**config.mk**
```make
export PLATFORM = sky130hd
export DESIGN_NAME = tlrs_seq
export DESIGN_NICKNAME = d
export VERILOG_FILES = /design/src/rtl/tlrs_seq.v
export VERILOG_INCLUDE_DIRS = /design/src /design/src/rtl
export SDC_FILE = /design/constraint.sdc
export NUM_CORES = 1
export LEC_CHECK = 0
export BUFFER_PORTS_ARGS = -buffer_cell sky130_fd_sc_hd__buf_2
export CORE_ASPECT_RATIO = 1.5
export CORE_MARGIN = 2
export CORE_UTILIZATION = 30
export CTS_CLUSTER_SIZE = 10
export DETAILED_ROUTE_END_ITERATION = 10
export GPL_ROUTABILITY_DRIVEN = 0
export SLEW_MARGIN = 20
export SYNTH_ARGS = -nofsm -noshare
export SYNTH_HDL_FRONTEND = slang
export SYNTH_SLANG_ARGS = --single-unit
export TNS_END_PERCENT = 5
```
**constraint.sdc**
```tcl
create_clock -name clock -period 6.95 [get_ports clock]
set_clock_uncertainty 0.05 [all_clocks]
set_input_delay 1.0425 -clock clock [delete_from_list [all_inputs] [get_ports clock]]
set_output_delay 1.0425 -clock clock [all_outputs]
set_load 0.02 [all_outputs]
```
**src/rtl/tlrs_defines.vh**
```
`ifndef TLRS_DEFINES_VH
`define TLRS_DEFINES_VH
// clock rate in MHz (50 ns period)
`define TLRS_CLK_MHZ          16'h0014
// clock period in ns
`define TLRS_CLK_NS           16'h0032
// pll lock limit after power-down release, microseconds
`define TLRS_T_PLL_LOCK_US    16'h004b
`define TLRS_PLL_LOCK_CYC     (`TLRS_T_PLL_LOCK_US * `TLRS_CLK_MHZ)
// least reference-lock hold after analog reset release, microseconds
`define TLRS_T_REF_HOLD_US    16'h000f
`define TLRS_REF_HOLD_CYC     (`TLRS_T_REF_HOLD_US * `TLRS_CLK_MHZ)
// longest valid-data wait after data lock or frequency lock, ns
`define TLRS_T_DATA_NS        16'h0fa0
// divided by the period so that no product overflows the counter width
`define TLRS_DATA_CYC         (`TLRS_T_DATA_NS / `TLRS_CLK_NS)
// offset cancellation budget in reconfiguration-clock cycles
`define TLRS_OFFSET_CYC       16'h4268
// least digital reset width in parallel-clock cycles
`define TLRS_DRST_CYC         2'h2
// counter width
`define TLRS_CNT_W            16
`endif

```
**src/rtl/tlrs_seq.v**
```verilog
`timescale 1ns/1ps
`include "tlrs_defines.vh"
module tlrs_seq #(
  parameter OFFSET_CYC = `TLRS_OFFSET_CYC
) (
  input  wire clock,
  input  wire resetn,
  input  wire start,
  input  wire manual_mode,
  input  wire oversample_mode,
  input  wire pll_locked_pin,
  input  wire freq_locked_pin,
  input  wire offset_tick,
  output reg  pll_powerdown_q,
  output reg  rx_analog_reset_q,
  output reg  rx_digital_reset_q,
  output reg  ref_lock_mode_q,
  output reg  data_lock_req_q,
  output reg  ready_q,
  output reg  lock_fail_q
);
  // one-hot states
  localparam S_IDLE   = 7'b0000001;
  localparam S_OFFSET = 7'b0000010;
  localparam S_PLL    = 7'b0000100;
  localparam S_REF    = 7'b0001000;
  localparam S_WLOCK  = 7'b0010000;
  localparam S_DATA   = 7'b0100000;
  localparam S_DONE   = 7'b1000000;

  // wait limits, cut to the counter width on purpose
  localparam [`TLRS_CNT_W-1:0] LIM_OFFSET = OFFSET_CYC[`TLRS_CNT_W-1:0]; // offset ticks
  localparam [`TLRS_CNT_W-1:0] LIM_PLL    = `TLRS_PLL_LOCK_CYC;           // pll lock clocks
  localparam [`TLRS_CNT_W-1:0] LIM_REF    = `TLRS_REF_HOLD_CYC;           // reference hold
  localparam [`TLRS_CNT_W-1:0] LIM_DATA   = `TLRS_DATA_CYC;               // valid-data wait

  // sequencer state and counters
  reg [6:0]             state_q;   // sequencer state
  reg [`TLRS_CNT_W-1:0] cnt_q;     // shared wait counter
  reg [1:0]             pll_sync_q; // pll lock synchroniser
  reg [1:0]             frq_sync_q; // frequency lock synchroniser
  reg [1:0]             tck_sync_q; // reconfig tick toggle synchroniser
  reg                   tck_prev_q; // last synchronised tick level
  reg [1:0]             drst_q;    // digital reset width counter

  // synchronised views of the pins
  wire                  pll_ok;    // synchronised pll lock
  wire                  frq_ok;    // synchronised frequency lock
  wire                  tck_ev;    // one reconfig cycle seen

  assign pll_ok = pll_sync_q[1];
  assign frq_ok = frq_sync_q[1];
  assign tck_ev = tck_sync_q[1] ^ tck_prev_q;

  // cycles reached test, reused by every timed wait (not the frequency-lock wait)
  // counts start at zero, so the limit is compared one below and the
  // state change lands exactly lim cycles after the wait began
  function reached;
    input [`TLRS_CNT_W-1:0] c;
    input [`TLRS_CNT_W-1:0] lim;
    begin
      reached = (c >= lim - 16'h0001);
    end
  endfunction

  // synchronisers for pins from outside the clock domain
  // offset_tick is a toggle: each edge stands for one reconfiguration cycle,
  // so its edges must lie at least two clocks apart to be counted;
  // only the second flop of each pair feeds the logic
  always @(posedge clock or negedge resetn) begin
    if (!resetn) begin
      pll_sync_q <= 2'h0;
      frq_sync_q <= 2'h0;
      tck_sync_q <= 2'h0;
      tck_prev_q <= 1'b0;
    end else begin
      pll_sync_q <= {pll_sync_q[0], pll_locked_pin};
      frq_sync_q <= {frq_sync_q[0], freq_locked_pin};
      tck_sync_q <= {tck_sync_q[0], offset_tick};
      tck_prev_q <= tck_sync_q[1];
    end
  end

  // sequencer: offset cancel, pll lock, reference hold, data lock, valid wait
  // offset cancellation runs first, while the pll is still powered down;
  // a lock failure parks the channel in idle, powered down, until start;
  // ready only rises once the valid-data wait and the reset width are met;
  // the failure flag stays until the next start so software can read it
  always @(posedge clock or negedge resetn) begin
    if (!resetn) begin
      // channel fully in reset, pll powered down
      state_q            <= S_IDLE;
      cnt_q              <= 16'h0000;
      drst_q             <= 2'h0;
      pll_powerdown_q    <= 1'b1;
      rx_analog_reset_q  <= 1'b1;
      rx_digital_reset_q <= 1'b1;
      ref_lock_mode_q    <= 1'b1;
      data_lock_req_q    <= 1'b0;
      ready_q            <= 1'b0;
      lock_fail_q        <= 1'b0;
    end else begin
      // count held reset cycles for the minimum width
      // (saturates at three, which already meets the two-cycle minimum)
      if (rx_digital_reset_q && drst_q != 2'h3) begin
        drst_q <= drst_q + 2'h1;
      end
      case (state_q)
        S_IDLE: begin
          // a new run clears the previous failure
          if (start) begin
            state_q     <= S_OFFSET;
            cnt_q       <= 16'h0000;
            lock_fail_q <= 1'b0;
          end
        end

        // count reconfig cycles while offsets cancel
        S_OFFSET: begin
          if (tck_ev) begin
            cnt_q <= cnt_q + 16'h0001;
            // the last tick releases the pll power-down
            if (reached(cnt_q, LIM_OFFSET)) begin
              state_q         <= S_PLL;
              cnt_q           <= 16'h0000;
              pll_powerdown_q <= 1'b0;
            end
          end
        end

        // await pll lock, fail when limit passes
        S_PLL: begin
          cnt_q <= cnt_q + 16'h0001;
          // lock seen: release the receive analog reset
          if (pll_ok) begin
            state_q           <= S_REF;
            cnt_q             <= 16'h0000;
            rx_analog_reset_q <= 1'b0;
          end else if (reached(cnt_q, LIM_PLL)) begin
            // no lock in time: power down and report failure
            state_q         <= S_IDLE;
            lock_fail_q     <= 1'b1;
            pll_powerdown_q <= 1'b1;
          end
        end

        // hold reference lock before data lock
        S_REF: begin
          // still inside the reference-lock hold
          if (!reached(cnt_q, LIM_REF)) begin
            cnt_q <= cnt_q + 16'h0001;
          end else if (oversample_mode) begin
            // oversampling never leaves reference lock
            state_q <= S_REF;
          end else if (manual_mode) begin
            // manual: request data lock from the fabric side
            state_q         <= S_DATA;
            cnt_q           <= 16'h0000;
            ref_lock_mode_q <= 1'b0;
            data_lock_req_q <= 1'b1;
          end else begin
            // automatic: the recovery circuit finds frequency lock itself
            state_q         <= S_WLOCK;
            ref_lock_mode_q <= 1'b0;
          end
        end

        // automatic mode: wait for frequency lock
        S_WLOCK: begin
          if (frq_ok) begin
            // synchronised frequency lock starts the data wait
            state_q <= S_DATA;
            cnt_q   <= 16'h0000;
          end
        end

        // valid-data wait, then release digital reset
        S_DATA: begin
          cnt_q <= cnt_q + 16'h0001;
          // wait expired and reset wide enough: release the channel
          if (reached(cnt_q, LIM_DATA) && drst_q >= `TLRS_DRST_CYC) begin
            state_q            <= S_DONE;
            rx_digital_reset_q <= 1'b0;
            ready_q            <= 1'b1;
          end
        end

        // running; start restarts the sequence
        S_DONE: begin
          if (start) begin
            // full restart puts the channel back in reset
            state_q            <= S_OFFSET;
            cnt_q              <= 16'h0000;
            drst_q             <= 2'h0;
            pll_powerdown_q    <= 1'b1;
            rx_analog_reset_q  <= 1'b1;
            rx_digital_reset_q <= 1'b1;
            ref_lock_mode_q    <= 1'b1;
            data_lock_req_q    <= 1'b0;
            ready_q            <= 1'b0;
          end
        end

        default: begin
          // unreachable codes recover to idle
          state_q <= S_IDLE;
        end
      endcase
    end
  end
endmodule

```
==> flow_summary.ini <==
[floorplanning]
rows = 38
pin_count = 15
die_area_mm2 = 0.00803
die_w_um = 73.8
initial_utilization_pct = 30.6
fp.dieH_um = 109
coreArea_mm2 = 0.00718

[power_and_ir_drop]
power.density_mw_per_mm2 = 394
power_mw = 0.969
p_leak_nw = 1.01
ir_drop_v = 0.000137

[cells_and_area]
final_cell_mix = 34 x dfrtp_1, 32 x nand2_1, 21 x nor2_1, 19 x nand3_1, 14 x buf_2
multi_input_area_mm2 = 0.00113
ff_latch_area_um2 = 982
drive_above_1_share_pct = 16.4
area_growth_pct = 12.1
fillers = 753
layout.nets = 260
diodes = 0
fin_cells = 350
final_common_cell = dfrtp_1

[global_route]
grt_pass1_wl_mm = 8.21
grt.overflow.total = 0
grt_use_total_pct = 13.2
grt_pass1_vias = 1754
grt_max_degree = 40
antenna_found_initial = 0

[synthesis]
async_reset_ff_share_pct = 100
syn_inst = 242
syn-num-nets = 253
yosysUniqueCellTypes = 53
yosysWarnings = 0
synth_ff_type = dfrtp_1
syn-cell-area_mm2 = 0.00219
avgSynthCellArea_um2 = 9.07
synth-edff-count = 0
ys_seq_elements = 39
synth-seq-area-share_pct = 44.8

[placement]
dp_hpwl_mm = 3.50
portBuffers = 14
place_inst = 342

[run_status]
status = completed

[detailed_routing]
via_per_inst = 5.29
wl_mm = 4.93
drc = 0
via_count = 1853
drtAntennaViolNets = 0
routedWlPerCell_um = 14.1
drt-pass1-iter-count = 4
dr.first_iter.drc_count = 116

[worst_setup_path]
critPathTopFamily = simple AND/OR/NAND/NOR gates
crit_path_start = cnt_q[13]
crit_top_cell = o211ai_2
slowest_stage = or4_1
cp_max_fo = 17
worstPathArrival_ps = 2990
cpPeakStageDelay_ps = 600
cp-start-kind = flop
endpoint_kind = flop
r2r-start = cnt_q[13]
worstSetupPathType = flop to flop
crit_required_ps = 7070
cp_num_buf_inv = 0
worstPathCellList = or4_1, or4_4, o211ai_2, o211ai_2, nand2b_4, o311ai_0

[clock_network]
cts_tree = done
postCtsResizedCells = 0
cts_hold_buffers = 0
clkLatencyLatePin_ps = 290
cts_setup_buffers = 0
cts_buffer_depth = 2
cts_max_level = 2
clkTransAtPathRegs_ps = 80
cts-buffers-inserted = 5
root_buffer = clkbuf_8
cts_num_sinks = 39

[hold_path]
hp-class = flop to flop
hold_path_startpoint = pll_sync_q[0]

[sta]
final.setup.tns_ps = 0
rsz0062_at_grt = no
setup_violations = 0
slew_viol_final = 0
worst_pin_slew_ps = 866
maxSlewHeadroom_pct = 42.3
fmax_mhz = 349
period_minus_slack_ps = 2870
hold_viol_final = 0
fin_crit_sh_pct = 41.3

[run]
maxCapViolCount = 0
==> cells in the mapped netlist (5+ instances only) <==
cell / instances / area share [%]
a31oi_1: 6 / 1.7
and2_1: 5 / 1.4
clkbuf_1: 10 / 1.7
dfrtp_1: 34 / 39
dfstp_2: 5 / 6.0
inv_1: 6 / 1.0
nand2_1: 32 / 5.5
nand3_1: 19 / 4.3
nor2_1: 21 / 3.6
nor3_1: 8 / 1.8
o21ai_0: 9 / 2.1
o311ai_0: 5 / 2.0
o31ai_1: 9 / 3.1
==> state kept, by name, indices dropped and copies added, names as in the netlist <==
name,cells
rx_digital_reset_q,1
tck_prev_q,1
ready_q,1
ref_lock_mode_q,1
pll_powerdown_q,1
cnt_q,16
data_lock_req_q,1
frq_sync_q,2
lock_fail_q,1
pll_sync_q,2
state_q,7
drst_q,2
tck_sync_q,2
rx_analog_reset_q,1
==> metal layers <==
layer / global-route usage, % / up-vias / share of wire (%)
met5: 0 / - / 0
met4: 6.49 / 0 / 1.8
met3: 1.94 / 7 / 2.1
met2: 23.8 / 36 / 55
met1: 14.7 / 900 / 41
li1: - / 910 / -
==> report_power, final <==
group          switching [mW]  total (mW)  internal [mW]  leakage, nW
clock                  0.0819       0.225          0.144       0.0654
combinational           0.225       0.367          0.142        0.467
sequential             0.0866       0.377          0.290        0.483
==> kinds of logic (layout without fill, tap and decap cells) <==
group	after synthesis	in the layout	synth area share, %
fa+ha+maj	3	3	1.71
compound gates	55	55	18.9
xor+xnor	4	4	1.60
flops	39	39	44.8
mux	1	1	0.513
simple gates	120	120	28.7
buf+inv	20	28	3.88
==> final cells by class <==
class                           instances  share of cell area [%]
Inverter                                6                   0.916
Tap cell                              100                    5.09
Clock inverter                          2                    2.44
Timing Repair Buffer                   14                    2.85
Sequential cell                        39                    39.9
Clock buffer                            6                    2.95
Multi-Input combinational cell        183                    45.8
==> final timing paths <==
| kind | cells after the start | end | slack, ps |
|---|---|---|---|
| setup / recovery | 6 | cnt_q[12] | 4080 |
| hold / removal | 0 | pll_sync_q[1] | 290 |
| setup reg to reg | 6 | cnt_q[12] | 4080 |
| hold reg to reg | 0 | pll_sync_q[1] | 290 |
| max in group asynchronous | 1 | cnt_q[12] | 5500 |
| min in group asynchronous | 1 | frq_sync_q[1] | 810 |
==> stage by stage <==
stage                     utilization [%]  area, um2  hold slack (ps)  setup WS (ps)
after floorplan                         -       2190              281           4530
after global placement               32.4       2330              283           4130
after detailed placement             32.4       2330              286           4060
after CTS                            34.3       2460              295           4040
after global routing                 34.3       2460              297           3810
final                                34.3       2460              290           4080
(Power assumes the default switching activity.)
